[config.mk]
export PLATFORM = sky130hd
export DESIGN_NAME = trcd_top
export DESIGN_NICKNAME = d
export VERILOG_FILES = /design/src/core/trcd_pkg.sv /design/src/core/trcd_deb_if.sv /design/src/core/trcd_top.sv /design/src/core/trcd_debounce.sv
export SDC_FILE = /design/constraint.sdc
export NUM_CORES = 2
export LEC_CHECK = 0
export BUFFER_PORTS_ARGS = -buffer_cell sky130_fd_sc_hd__clkbuf_2
export CAP_MARGIN = 20
export CORE_ASPECT_RATIO = 0.5
export CORE_MARGIN = 4
export CORE_UTILIZATION = 45
export DETAILED_ROUTE_END_ITERATION = 7
export PLACE_DENSITY_LB_ADDON = 0.12
export SYNTH_ARGS = -nofsm -noshare
export SYNTH_HDL_FRONTEND = slang
export SYNTH_HIERARCHICAL = 1
export SYNTH_SLANG_ARGS = --single-unit
[constraint.sdc]
create_clock -name pclk -period 30.7 [get_ports pclk]
set_clock_uncertainty 0.05 [all_clocks]
set_input_delay 1.535 -clock pclk [delete_from_list [all_inputs] [get_ports pclk]]
set_output_delay 1.535 -clock pclk [all_outputs]
set_load 0.02 [all_outputs]
[src/core/trcd_pkg.sv]
// Package of constants and types for the terminal run-command decoder
package trcd_pkg;

    // ************************************************************
    // Clock and timing
    // ************************************************************
    localparam int CLK_PERIOD_NS = 20;
    localparam int DEB_TICK_NS = 1000000;
    localparam int DEB_TICK_CYC = DEB_TICK_NS / CLK_PERIOD_NS;
    localparam logic [9:0] DEB_MAX_MS = 10'h3E8;

    // ************************************************************
    // Register offsets (byte addresses)
    // ************************************************************
    localparam logic [11:0] OFS_DEBOUNCE = 12'h000;
    localparam logic [11:0] OFS_SCHEME = 12'h004;
    localparam logic [11:0] OFS_MAX_FREQ = 12'h008;
    localparam logic [11:0] OFS_ROUTE = 12'h00C;
    localparam logic [11:0] OFS_STATUS = 12'h010;
    localparam logic [11:0] OFS_REF_OUT = 12'h014;
    localparam logic [5:0] BLK_STEP = 6'h01;
    localparam logic [5:0] BLK_FCODE = 6'h02;

    // ************************************************************
    // Reset values
    // ************************************************************
    localparam logic [15:0] RST_DEBOUNCE = 16'h000A;
    localparam logic [1:0] RST_SCHEME = 2'h0;
    localparam logic [15:0] RST_MAX_FREQ = 16'h1388;
    localparam logic [1:0] RST_ROUTE = 2'h0;
    localparam logic [15:0] STEP_FULL_SCALE = 16'h03E8;

    // ************************************************************
    // Terminal function codes
    // ************************************************************
    localparam logic [5:0] FN_FORWARD = 6'h01;
    localparam logic [5:0] FN_REVERSE = 6'h02;
    localparam logic [5:0] FN_THREE_WIRE = 6'h03;
    localparam logic [5:0] FN_STEP_BIT0 = 6'h0C;
    localparam logic [5:0] FN_RAMP_BIT0 = 6'h10;
    localparam logic [5:0] FN_MOTOR_BIT0 = 6'h29;
    localparam logic [5:0] FN_MOTOR_BIT1 = 6'h2A;

    // ************************************************************
    // Status register field positions
    // ************************************************************
    localparam int ST_RUN_POS = 0;
    localparam int ST_DIR_POS = 1;
    localparam int ST_STEP_POS = 4;
    localparam int ST_RAMP_POS = 8;
    localparam int ST_MOTOR_POS = 10;
    localparam int ST_INPUT_POS = 16;

    localparam int NUM_INPUTS = 10;
    localparam int NUM_STEPS = 16;

    typedef enum logic [1:0]
    {
        SCH_TWO_WIRE_1 = 2'h0,
        SCH_TWO_WIRE_2 = 2'h1,
        SCH_THREE_WIRE_1 = 2'h2,
        SCH_THREE_WIRE_2 = 2'h3
    } trcd_scheme_t;

    typedef enum logic [1:0]
    {
        ROUTE_FREQ = 2'h0,
        ROUTE_PID = 2'h1,
        ROUTE_VF = 2'h2
    } trcd_route_t;

    // Gray order: stop, forward, reverse
    typedef enum logic [1:0]
    {
        RUN_STOP = 2'b00,
        RUN_FWD = 2'b01,
        RUN_REV = 2'b11
    } trcd_run_t;

endpackage : trcd_pkg

[src/core/trcd_deb_if.sv]
// Interface between the decoder core and its input filter
`timescale 1ns/100ps
interface trcd_deb_if;
    logic [9:0] raw;
    logic [9:0] filt;
    logic tick;
    logic [9:0] time_ms;

    modport deb
    (
        input raw,
        input tick,
        input time_ms,
        output filt
    );

    modport core
    (
        output raw,
        output tick,
        output time_ms,
        input filt
    );
endinterface : trcd_deb_if

[src/core/trcd_top.sv]
// Terminal run-command decoder with APB register slave
//
// Contract
// - Four step terminals form index, first is LSB
// - Full-scale step maps to maximum output frequency
// - Step value routable to loop or V/F
// - Two ramp terminals pick one of four sets
// - Code 41 terminal alone selects second motor set, code 42 the third
// - Every input debounced, 0 to 1000 ms
// - Two-bit scheme selects one of four run modes
// - Two-wire one: forward and reverse levels
// - Two-wire two: run level, direction level
// - Three-wire one: edges start while enable closed
// - Three-wire one: opening enable always stops
// - Three-wire one: edge starts, level enable
// - Three-wire two: edge runs, level sets direction
// - Three-wire two: opening enable stops
// - Functions assignable to any of ten inputs
// - Codes 41 and 42 select motor set
`timescale 1ns/100ps
module trcd_top
    import trcd_pkg::*;
#(
    parameter int TICK_CYC = DEB_TICK_CYC
)
(
    input wire logic pclk,
    input wire logic presetn,
    input wire logic psel,
    input wire logic penable,
    input wire logic pwrite,
    input wire logic [11:0] paddr,
    input wire logic [31:0] pwdata,
    output logic [31:0] prdata,
    output logic pready,
    output logic pslverr,
    input wire logic [9:0] term_in,
    output logic run_cmd,
    output logic dir_reverse,
    output logic start_pulse,
    output logic [3:0] step_index,
    output logic [1:0] ramp_set,
    output logic [1:0] motor_set,
    output logic [15:0] freq_ref,
    output logic [15:0] pid_setpoint,
    output logic [15:0] vf_voltage_ref
);

    // ************************************************************
    // Helpers
    // ************************************************************
    // OR of the filtered inputs whose assigned function matches
    function automatic logic func_hit(input logic [9:0] lvl,
                                      input logic [5:0] codes [NUM_INPUTS],
                                      input logic [5:0] code);
        logic hit;
        hit = 1'b0;
        for (int i = 0; i < NUM_INPUTS; i++)
        begin
            hit = hit | (lvl[i] & (codes[i] == code));
        end
        return hit;
    endfunction : func_hit

    // Scale a step value, full scale mapping to the maximum frequency
    function automatic logic [15:0] scale_step(input logic [15:0] step,
                                               input logic [15:0] fmax);
        logic [15:0] clamped;
        logic [31:0] prod;
        clamped = (step > STEP_FULL_SCALE) ? STEP_FULL_SCALE : step;
        prod = clamped * fmax;
        return 16'(prod / 32'(STEP_FULL_SCALE));
    endfunction : scale_step

    // ************************************************************
    // Registers
    // ************************************************************
    logic [15:0] debounce_ff;
    trcd_scheme_t scheme_ff;
    logic [15:0] max_freq_ff;
    trcd_route_t route_ff;
    logic [15:0] step_val_ff [NUM_STEPS];
    logic [5:0] fcode_ff [NUM_INPUTS];
    logic [31:0] prdata_ff;
    logic pready_ff;
    logic pslverr_ff;
    logic [15:0] tick_cnt_ff;
    logic tick_ff;
    trcd_run_t state_ff;
    trcd_run_t nxt_state;
    logic fwd_q_ff;
    logic rev_q_ff;
    logic run_cmd_ff;
    logic dir_rev_ff;
    logic start_pulse_ff;
    logic [3:0] step_index_ff;
    logic [1:0] ramp_set_ff;
    logic [1:0] motor_set_ff;
    logic [15:0] freq_ref_ff;
    logic [15:0] pid_ff;
    logic [15:0] vf_ff;

    // ************************************************************
    // Input filter
    // ************************************************************
    trcd_deb_if dbus();

    assign dbus.raw = term_in;
    assign dbus.tick = tick_ff;
    assign dbus.time_ms = (debounce_ff > 16'(DEB_MAX_MS)) ? DEB_MAX_MS : debounce_ff[9:0];

    trcd_debounce i_trcd_debounce
    (
        .pclk(pclk),
        .presetn(presetn),
        .dbus(dbus)
    );

    // Millisecond tick shared by all ten filters
    always_ff @(posedge pclk or negedge presetn)
    begin
        if (!presetn)
        begin
            tick_cnt_ff <= 16'h0000;
            tick_ff <= 1'b0;
        end
        else if (tick_cnt_ff == 16'(TICK_CYC - 1))
        begin
            tick_cnt_ff <= 16'h0000;
            tick_ff <= 1'b1;
        end
        else
        begin
            tick_cnt_ff <= tick_cnt_ff + 16'h0001;
            tick_ff <= 1'b0;
        end
    end

    // ************************************************************
    // APB decode
    // ************************************************************
    logic setup_ph;
    logic wr_en;
    logic [5:0] blk;
    logic [3:0] idx;
    logic hit_deb;
    logic hit_sch;
    logic hit_max;
    logic hit_route;
    logic hit_stat;
    logic hit_ref;
    logic hit_step;
    logic hit_fcode;
    logic mapped;
    logic [31:0] status_word;
    logic [31:0] rd_mux;

    // No wait state, answer in the first access cycle, one cycle after setup
    assign setup_ph = psel & ~penable;
    assign wr_en = psel & penable & pready_ff & pwrite;
    assign blk = paddr[11:6];
    assign idx = paddr[5:2];
    assign hit_deb = (paddr == OFS_DEBOUNCE);
    assign hit_sch = (paddr == OFS_SCHEME);
    assign hit_max = (paddr == OFS_MAX_FREQ);
    assign hit_route = (paddr == OFS_ROUTE);
    assign hit_stat = (paddr == OFS_STATUS);
    assign hit_ref = (paddr == OFS_REF_OUT);
    assign hit_step = (blk == BLK_STEP) & (paddr[1:0] == 2'h0);
    assign hit_fcode = (blk == BLK_FCODE) & (paddr[1:0] == 2'h0) & (idx < 4'hA);
    assign mapped = hit_deb | hit_sch | hit_max | hit_route | hit_stat | hit_ref |
                    hit_step | hit_fcode;

    assign status_word = (32'(run_cmd_ff) << ST_RUN_POS) |
                         (32'(dir_rev_ff) << ST_DIR_POS) |
                         (32'(step_index_ff) << ST_STEP_POS) |
                         (32'(ramp_set_ff) << ST_RAMP_POS) |
                         (32'(motor_set_ff) << ST_MOTOR_POS) |
                         (32'(dbus.filt) << ST_INPUT_POS);

    assign rd_mux = hit_deb ? {16'h0000, debounce_ff} :
                    hit_sch ? {30'h00000000, scheme_ff} :
                    hit_max ? {16'h0000, max_freq_ff} :
                    hit_route ? {30'h00000000, route_ff} :
                    hit_stat ? status_word :
                    hit_ref ? {16'h0000, freq_ref_ff} :
                    hit_step ? {16'h0000, step_val_ff[idx]} :
                    hit_fcode ? {26'h0000000, fcode_ff[idx]} :
                    32'h00000000;

    always_ff @(posedge pclk or negedge presetn)
    begin
        if (!presetn)
        begin
            pready_ff <= 1'b0;
            prdata_ff <= 32'h00000000;
            pslverr_ff <= 1'b0;
        end
        else
        begin
            pready_ff <= setup_ph;
            prdata_ff <= (setup_ph && !pwrite) ? rd_mux : 32'h00000000;
            pslverr_ff <= setup_ph & ~mapped;
        end
    end

    // ************************************************************
    // Register writes
    // ************************************************************
    always_ff @(posedge pclk or negedge presetn)
    begin
        if (!presetn)
        begin
            debounce_ff <= RST_DEBOUNCE;
            scheme_ff <= trcd_scheme_t'(RST_SCHEME);
            max_freq_ff <= RST_MAX_FREQ;
            route_ff <= trcd_route_t'(RST_ROUTE);
            for (int i = 0; i < NUM_STEPS; i++)
            begin
                step_val_ff[i] <= 16'h0000;
            end
            for (int i = 0; i < NUM_INPUTS; i++)
            begin
                fcode_ff[i] <= 6'h00;
            end
            fcode_ff[0] <= FN_FORWARD;
            fcode_ff[1] <= FN_REVERSE;
            fcode_ff[2] <= FN_THREE_WIRE;
        end
        else if (wr_en)
        begin
            if (hit_deb)
            begin
                debounce_ff <= pwdata[15:0];
            end
            if (hit_sch)
            begin
                scheme_ff <= trcd_scheme_t'(pwdata[1:0]);
            end
            if (hit_max)
            begin
                max_freq_ff <= pwdata[15:0];
            end
            if (hit_route)
            begin
                route_ff <= trcd_route_t'(pwdata[1:0]);
            end
            if (hit_step)
            begin
                step_val_ff[idx] <= pwdata[15:0];
            end
            if (hit_fcode)
            begin
                fcode_ff[idx] <= pwdata[5:0];
            end
        end
    end

    // ************************************************************
    // Function decode on filtered levels
    // ************************************************************
    logic fwd_lvl;
    logic rev_lvl;
    logic en_lvl;
    logic fwd_rise;
    logic rev_rise;
    logic [3:0] nxt_step;
    logic [1:0] nxt_ramp;
    logic [1:0] nxt_motor;
    logic [15:0] sel_step;

    assign fwd_lvl = func_hit(dbus.filt, fcode_ff, FN_FORWARD);
    assign rev_lvl = func_hit(dbus.filt, fcode_ff, FN_REVERSE);
    assign en_lvl = func_hit(dbus.filt, fcode_ff, FN_THREE_WIRE);
    assign fwd_rise = fwd_lvl & ~fwd_q_ff;
    assign rev_rise = rev_lvl & ~rev_q_ff;
    assign nxt_step[0] = func_hit(dbus.filt, fcode_ff, FN_STEP_BIT0);
    assign nxt_step[1] = func_hit(dbus.filt, fcode_ff, FN_STEP_BIT0 + 6'h01);
    assign nxt_step[2] = func_hit(dbus.filt, fcode_ff, FN_STEP_BIT0 + 6'h02);
    assign nxt_step[3] = func_hit(dbus.filt, fcode_ff, FN_STEP_BIT0 + 6'h03);
    assign nxt_ramp[0] = func_hit(dbus.filt, fcode_ff, FN_RAMP_BIT0);
    assign nxt_ramp[1] = func_hit(dbus.filt, fcode_ff, FN_RAMP_BIT0 + 6'h01);
    assign nxt_motor[0] = func_hit(dbus.filt, fcode_ff, FN_MOTOR_BIT0);
    assign nxt_motor[1] = func_hit(dbus.filt, fcode_ff, FN_MOTOR_BIT1);
    assign sel_step = step_val_ff[nxt_step];

    // ************************************************************
    // Run-command state machine
    // ************************************************************
    always_comb
    begin
        nxt_state = state_ff;
        case (scheme_ff)
            SCH_TWO_WIRE_1:
            begin
                // Both or neither held means stop
                if (fwd_lvl ^ rev_lvl)
                begin
                    nxt_state = fwd_lvl ? RUN_FWD : RUN_REV;
                end
                else
                begin
                    nxt_state = RUN_STOP;
                end
            end
            SCH_TWO_WIRE_2:
            begin
                if (fwd_lvl)
                begin
                    nxt_state = rev_lvl ? RUN_REV : RUN_FWD;
                end
                else
                begin
                    nxt_state = RUN_STOP;
                end
            end
            SCH_THREE_WIRE_1:
            begin
                // Enable is a level, starts are edges; forward wins a tie
                if (!en_lvl)
                begin
                    nxt_state = RUN_STOP;
                end
                else if (fwd_rise)
                begin
                    nxt_state = RUN_FWD;
                end
                else if (rev_rise)
                begin
                    nxt_state = RUN_REV;
                end
            end
            SCH_THREE_WIRE_2:
            begin
                if (!en_lvl)
                begin
                    nxt_state = RUN_STOP;
                end
                else if (fwd_rise || state_ff != RUN_STOP)
                begin
                    nxt_state = rev_lvl ? RUN_REV : RUN_FWD;
                end
            end
            default:
            begin
                nxt_state = RUN_STOP;
            end
        endcase
    end

    always_ff @(posedge pclk or negedge presetn)
    begin
        if (!presetn)
        begin
            state_ff <= RUN_STOP;
            fwd_q_ff <= 1'b0;
            rev_q_ff <= 1'b0;
            run_cmd_ff <= 1'b0;
            dir_rev_ff <= 1'b0;
            start_pulse_ff <= 1'b0;
        end
        else
        begin
            state_ff <= nxt_state;
            fwd_q_ff <= fwd_lvl;
            rev_q_ff <= rev_lvl;
            run_cmd_ff <= (nxt_state != RUN_STOP);
            dir_rev_ff <= (nxt_state == RUN_REV);
            start_pulse_ff <= (state_ff == RUN_STOP) && (nxt_state != RUN_STOP);
        end
    end

    // ************************************************************
    // Reference selection and scaling
    // ************************************************************
    // Unrouted outputs read zero so a consumer never acts on a stale step
    always_ff @(posedge pclk or negedge presetn)
    begin
        if (!presetn)
        begin
            step_index_ff <= 4'h0;
            ramp_set_ff <= 2'h0;
            motor_set_ff <= 2'h0;
            freq_ref_ff <= 16'h0000;
            pid_ff <= 16'h0000;
            vf_ff <= 16'h0000;
        end
        else
        begin
            step_index_ff <= nxt_step;
            ramp_set_ff <= nxt_ramp;
            motor_set_ff <= nxt_motor;
            freq_ref_ff <= (route_ff == ROUTE_FREQ) ? scale_step(sel_step, max_freq_ff)
                                                    : 16'h0000;
            pid_ff <= (route_ff == ROUTE_PID) ? sel_step : 16'h0000;
            vf_ff <= (route_ff == ROUTE_VF) ? sel_step : 16'h0000;
        end
    end

    // ************************************************************
    // Outputs
    // ************************************************************
    assign prdata = prdata_ff;
    assign pready = pready_ff;
    assign pslverr = pslverr_ff;
    assign run_cmd = run_cmd_ff;
    assign dir_reverse = dir_rev_ff;
    assign start_pulse = start_pulse_ff;
    assign step_index = step_index_ff;
    assign ramp_set = ramp_set_ff;
    assign motor_set = motor_set_ff;
    assign freq_ref = freq_ref_ff;
    assign pid_setpoint = pid_ff;
    assign vf_voltage_ref = vf_ff;

endmodule : trcd_top

[src/core/trcd_debounce.sv]
// Per-terminal debounce filter with millisecond filter time
`timescale 1ns/100ps
module trcd_debounce
    import trcd_pkg::*;
(
    input wire logic pclk,
    input wire logic presetn,
    trcd_deb_if.deb dbus
);

    logic [9:0] filt_ff;
    logic [9:0] cnt_ff [NUM_INPUTS];

    assign dbus.filt = filt_ff;

    // ************************************************************
    // A change must persist for the whole filter time to pass
    // ************************************************************
    always_ff @(posedge pclk or negedge presetn)
    begin
        if (!presetn)
        begin
            filt_ff <= 10'h000;
            for (int i = 0; i < NUM_INPUTS; i++)
            begin
                cnt_ff[i] <= 10'h000;
            end
        end
        else
        begin
            for (int i = 0; i < NUM_INPUTS; i++)
            begin
                if (dbus.raw[i] == filt_ff[i])
                begin
                    cnt_ff[i] <= 10'h000;
                end
                else if (dbus.time_ms == 10'h000 ||
                         (dbus.tick && (cnt_ff[i] + 10'h001) >= dbus.time_ms))
                begin
                    filt_ff[i] <= dbus.raw[i];
                    cnt_ff[i] <= 10'h000;
                end
                else if (dbus.tick)
                begin
                    cnt_ff[i] <= cnt_ff[i] + 10'h001;
                end
            end
        end
    end

endmodule : trcd_debounce

[Yosys cells after proc, flatten, opt, wreduce, memory -nomap -nowiden]
Cells that the tools add are included.
Storage, ports and cells
  bits in registers: 570
  word-level logic and storage cells: 608
Cells by class
  add/sub/neg operators: 11
  multiply operators: 1
  div/mod/pow operators: 1
  $lt $le $gt $ge: 16
  equal/unequal tests: 134
  mux-type cells: 71
  bitwise gates (word level): 248
  reduce and logical (&&, ||, !) cells: 59
Operator list (count)
  two-way mux 10 bit: 31
  bitwise mux 256 bit: 1
  == test 6 x 4 -> 1 bit, second input constant: 40
  two-way mux 16 bit: 12
  two-way mux 26 bit: 6
  binary-select mux 16 bit (select 4 bit): 2
  == test 6 x 2 -> 1 bit, second input constant: 21
  bitwise AND 1 bit: 120
  == test 6 x 5 -> 1 bit, second input constant: 20
  == test 6 bit, second input constant: 20
  bitwise OR 1 bit: 106
  adder 10 x 1 -> 10 bit, second input constant: 10
  greater-or-equal comparator 10 bit: 10
  == test 6 x 1 -> 1 bit, second input constant: 11
  demux 16 bit (select 4 bit): 1
  bitwise mux 60 bit: 1
  divider 32 x 10 -> 32 bit, second input constant: 1
  greater-than comparator 16 x 10 -> 1 bit, second input constant: 2
  multiplier 16 x 16 -> 32 bit: 1
  AND reduction 2 bit: 16
  nonzero test 3 bit: 10
  bitwise OR 12 x 26 -> 26 bit: 1
  binary-select mux 6 bit (select 4 bit): 1
  demux 6 bit (select 4 bit): 1
  other kinds (29): 96

[Longest topological paths before layout]
  depth after elaboration: 20
  depth in mapped cells: 102
  mapped depth without buffers: 88

[Modules after synthesis]
Netlist, hierarchy kept.
Modules (own cells, without submodules)
  trcd_top: instances 1, cells an instance 3820, area each 38040.2 um^2, sequential area each 11524.8 um^2
  trcd_debounce: instances 1, cells an instance 1071, area each 8916.1 um^2, sequential area each 2752.6 um^2

[Worst setup path after synthesis]
OpenSTA, ideal clock, no wires.
  kind: register to register
  start point: register fcode_ff[4] (netlist name)
  end point: register freq_ref_ff[0], in the netlist freq_ref[0]
  arrival time: 21959 ps
  data required time: 30549 ps
  setup slack: 8590 ps
  stages on the path, launching flop included: 91
  path buffers: 10
  clock period less this slack: 22110 ps
  cells stage by stage: dfrtp_1 nor2b_1 nand3_1 or2_2 o22ai_1 nor2_1 and2_1 inv_1 clkbuf_1 clkbuf_1 clkbuf_1 nand2_1 a31oi_1 a21oi_1 a21o_1 nor4_1 o21a_1 nor2_1 [... 55 more ...] a211oi_2 clkbuf_4 o311ai_4 a31oi_4 o21ai_2 o21ai_2 mux2i_2 a31oi_2 mux2_2 a21oi_2 and3_4 nor3_1 or4_1 o2111a_1 a41oi_2 mux2i_1 a211oi_1 o32ai_1
On the way
  cells in the longest elaborated chain, start to end: 12
RTL lines
  start, declared: line trcd_top.sv:83  | logic [5:0] fcode_ff [NUM_INPUTS];
  start signal, assigned by index: line trcd_top.sv:254  | fcode_ff[idx] <= pwdata[5:0];
  == test 6 x 4 -> 1 bit: line trcd_top.sv:60  | hit = hit | (lvl[i] & (codes[i] == code));
  bitwise AND 1 bit: line trcd_top.sv:60
  bitwise OR 1 bit: line trcd_top.sv:60
  NOT 4 -> 5 bit (not written as such) (*): line trcd_top.sv:285  | assign sel_step = step_val_ff[nxt_step];
  binary-select mux 16 bit (select 4 bit) (*): line trcd_top.sv:285
  two-way mux 16 bit (not written as such) (*) (2 in series): line trcd_top.sv:285
  greater-than comparator 16 x 10 -> 1 bit: line trcd_top.sv:70  | clamped = (step > STEP_FULL_SCALE) ? STEP_FULL_SCALE : step;
  two-way mux 16 bit (*): line trcd_top.sv:70
  multiplier 16 x 16 -> 32 bit (*): line trcd_top.sv:71  | prod = clamped * fmax;
  divider 32 x 10 -> 32 bit (*): line trcd_top.sv:72  | return 16'(prod / 32'(STEP_FULL_SCALE));
  two-way mux 16 bit (*): line trcd_top.sv:393  | freq_ref_ff <= (route_ff == ROUTE_FREQ) ? scale_step(sel_step, max_freq_ff)
  end signal, assigned: line trcd_top.sv:393
  end, declared: line trcd_top.sv:99  | logic [15:0] freq_ref_ff;
Every way passes the cells marked *; elsewhere a longest branch is shown, timed or not. The select of a mux whose other input is x is not followed.
A chain may end at the register's enable or synchronous reset.

[Worst setup path in the final report]
  start point: register i_trcd_debounce.filt_ff[9], in the netlist i_trcd_debounce/dbus.filt[9]
  end point: register freq_ref_ff[0], in the netlist freq_ref[0]
On the way
  cells in the longest elaborated chain, start to end: 11
RTL lines
  start, declared: line trcd_debounce.sv:11  | logic [9:0] filt_ff;
  start signal, assigned by index: line trcd_debounce.sv:40  | filt_ff[i] <= dbus.raw[i];
  bitwise AND 1 bit: line trcd_top.sv:60
  bitwise OR 1 bit: line trcd_top.sv:60
  NOT 4 -> 5 bit (not written as such) (*): line trcd_top.sv:285
  binary-select mux 16 bit (select 4 bit) (*): line trcd_top.sv:285
  two-way mux 16 bit (not written as such) (*) (2 in series): line trcd_top.sv:285
  greater-than comparator 16 x 10 -> 1 bit: line trcd_top.sv:70
  two-way mux 16 bit (*): line trcd_top.sv:70
  multiplier 16 x 16 -> 32 bit (*): line trcd_top.sv:71
  divider 32 x 10 -> 32 bit (*): line trcd_top.sv:72
  two-way mux 16 bit (*): line trcd_top.sv:393
Marked as above.

==> summary.txt <==
Timing
  • TNS Setup: 0 ns
  • Final Setup Violations: 0
  • Hold slack: 0.421 ns
  • Fmax: 35.5 MHz
  • Final Hold Vio Count: 0
  • Relative slew slack: 0.207
  • Max-slew violations: 0
  • Fin crit period: 28.14 ns
  • Slew of the pin with the lowest slew margin: 1.18 ns
  • Unrepaired setup endpoints after global routing: no
  • Final period utilization: 0.917

Detailed routing
  • Vias: 38900
  • DRT antenna net count: 0
  • Metal3 WL: 8080 um
  • Final wirelength: 142000 um
  • Routed met2 length: 66100 um
  • Drt initial violations: 3304
  • DRC: 0
  • Top sig layer: met5
  • Met1 WL: 63200 um
  • TritonRoute pass-1 iters: 6
  • Vias per inst: 6.05
  • Wire per inst: about 22 um

Floorplan
  • Die Ht: 236 um
  • IO Pins: ~150
  • Core ar.: 0.103 mm2
  • Total Die Area: 0.110 mm2
  • Die X-Extent: 465 um
  • Initial Util: 0.456
  • Num rows: 83

Synthesis
  • Cells after Synth: 4891
  • Netlist Area Pre-Place: between 0.04 and 0.05 mm2
  • Syn_area_per_cell: 9.60 um2
  • Top FF cell, synth: dfrtp_1
  • Async set-reset flop share out of synthesis: 1.00
  • Synth warnings: 6
  • Synth cell types: 136
  • #FFs+latches synth: 570
  • Post-synth EDFFs: 0
  • Sequential-to-total area share from yosys stat: 0.304

Clock tree
  • CTS tree: built
  • Clock Tree Buf Depth: 3
  • # hold bufs at CTS: 0
  • Total clock sinks: 570
  • Clk_lat worst skew: 0.68 ns
  • Clock transition at the registers of the reported paths: about 0.06 ns
  • Post-CTS Resized: 0
  • # Post-CTS Setup Buffers: 0
  • CTS buffer count: 60
  • H-tree depth: 2
  • Clock root buffer: clkbuf_16

GRT
  • Pin count of the biggest net entering global routing: ~170
  • Vias in the first global route: between 30000 and 40000
  • All-layer global routing usage: 0.253
  • Global-route wire length before repair: 222000 um
  • Initial antenna violation count: 6
  • Gr ovfl total: 0

Final layout
  • Final Instance Area: around 0.051 mm2
  • Commonest non-fill, non-tap cells in the layout: 558 x dfrtp_1, 490 x nand2_1, 357 x mux2_2, 303 x nor2_1, 253 x inv_1
  • Commonest non-fill, non-tap cell in the layout: dfrtp_1
  • Fin util: 0.499
  • Footprint of the multi-input gates: between 0.03 and 0.04 mm2
  • Nets: 5439
  • Fillers: roughly 9600
  • Area delta synth->final: 9.57%
  • Storage cell area: 0.0143 mm2
  • Share of cells above drive strength 1: 0.180

Worst hold path
  • Number of stages on the worst hold path: 1
  • HP Class: reg2reg
  • Min-delay src: state_ff[0]
  • Hold Path End: start_pulse

Critical path
  • FF-to-FF End: freq_ref[0]
  • Critical Path Start Type: flop
  • Crit-path most repeated cell: fa_1
  • WP data arrival: 28.64 ns
  • Worst-path maximum fanout: 92
  • R2R Setup Slk: 2.56 ns
  • Worst R2R Path Depth: 82
  • CP Buf/Inv Count: 5
  • CP max stage delay: ~0.89 ns
  • Critical path endpoint category: flop
  • Setup CP Type: reg2reg
  • Slowest cell on crit path: xnor2_1
  • Worst EP required: ~31 ns
  • FF-to-FF Start: i_trcd_debounce/dbus.filt[9]
  • Crit path max-delay family: compound AO/OA/AOI/OAI gates

Place
  • Dpl cell area: 0.0492 mm2
  • Gpl congestion: between 0.9 and 1
  • I/O Buffers: 129
  • Post-DP HPWL: 98100 um

Run status
  • Outcome: finished clean

Run
  • Max Cap Viol: 0
synthesized netlist by cell type, drive strengths merged, types with 13 or more instances:
master,n,area share
nor2,320,0.026
o21ai,157,0.017
or3,20,0.0027
mux4,92,0.044
o31ai,15,0.0031
a211oi,119,0.020
nor4,74,0.010
a31o,14,0.0026
nand2,491,0.039
a221oi,13,0.0026
nor3,121,0.013
or2,26,0.0035
xor2,101,0.019
a2111oi,17,0.0037
nand4b,27,0.0050
a21oi,260,0.029
nand3,180,0.021
nand2b,79,0.011
o32ai,15,0.0030
nand3b,13,0.0021
inv,255,0.020
a21o,42,0.0067
o211ai,31,0.0063
dfrtp,559,0.30
buf,75,0.0082
fa,194,0.083
nor2b,71,0.0095
a31oi,81,0.012
and3,90,0.012
clkbuf,194,0.016
nand4,51,0.0069
mux2,358,0.086
xnor2,105,0.020
mux2i,50,0.011
and2,53,0.0071
o22ai,37,0.0049
a311oi,37,0.0074
o21a,21,0.0034
ha,217,0.058
kinds of logic (layout without fill, tap and decap cells):
family,count (synthesis),in the layout,synth area share
muxes,500,500,0.141
buffers and inverters,529,557,0.0446
AOI/OAI and AO/OA,1015,1015,0.153
xor gates and xnor gates,206,206,0.0386
adders and majority gates,415,415,0.141
other,2,105,0.000160
DFF,570,570,0.304
and+or+nand+nor,1654,1654,0.177
flip-flops by register name (all words and copies together) (netlist names), 4 cells and up:
name and count:
step_val_ff 256, i_trcd_debounce/cnt_ff 100, debounce_ff 16, freq_ref 16, i_trcd_debounce/dbus.filt 10, fcode_ff 60
tick_cnt_ff 16, pid_setpoint 16, step_index 4, vf_voltage_ref 16, max_freq_ff 16, prdata 26
per-stage QoR:
| step | std cells | setup slack, ns |
|---|---|---|
| 6_report | 6424 | 2.56 |
| 2_1_floorplan | 4991 | 8.59 |
| 5_1_grt | 6423 | 0.690 |
| 3_3_place_gp | 6307 | 3.06 |
| 4_1_cts | 6419 | 2.76 |
| 3_5_place_dp | 6307 | 2.84 |
per-layer routing:
layer  GRT usage  vias to the layer above
li1            -                    17900
met1       0.352                    19600
met2       0.413                     1211
met3      0.0340                      241
met4      0.0772                        2
met5           0                        -
worst reg2reg max path: cells and delay by family, from the launching register on:
kind / cells / cell delay, ns
flops: 1 / 0.62
buf+inv: 5 / 2.06
simple gates: 26 / 7.02
fa+ha+maj: 7 / 3.60
mux: 4 / 1.40
xor+xnor: 4 / 1.97
compound gates: 36 / 11.41
worst max path at each step:
| stage | startpoint | endpoint | slack [ns] | depth (start not counted) |
|---|---|---|---|---|
| 6_report | i_trcd_debounce/dbus.filt[9] | freq_ref[0] | 2.56 | 82 |
| 5_1_grt | fcode_ff[3] | freq_ref[0] | 0.69 | 83 |
| 4_1_cts | i_trcd_debounce/dbus.filt[9] | freq_ref[0] | 2.76 | 82 |
| 3_5_place_dp | i_trcd_debounce/dbus.filt[9] | freq_ref[0] | 2.84 | 82 |
| 3_3_place_gp | i_trcd_debounce/dbus.filt[9] | freq_ref[0] | 3.06 | 82 |
| 2_1_floorplan | fcode_ff[4] | freq_ref[0] | 8.59 | 90 |
layout make-up:
cell class,instances,area share
Timing Repair Buffer,185,0.0218
Clock inverter,25,0.00883
Multi-Input combinational cell,3892,0.604
Inverter,260,0.0191
Clock buffer,87,0.0345
Tap cell,1402,0.0341
Antenna cell,3,0.000146
Sequential cell,570,0.278
Power is not shown: default switching activity piles up to over one toggle a cycle in this logic, so the estimate is an artifact.
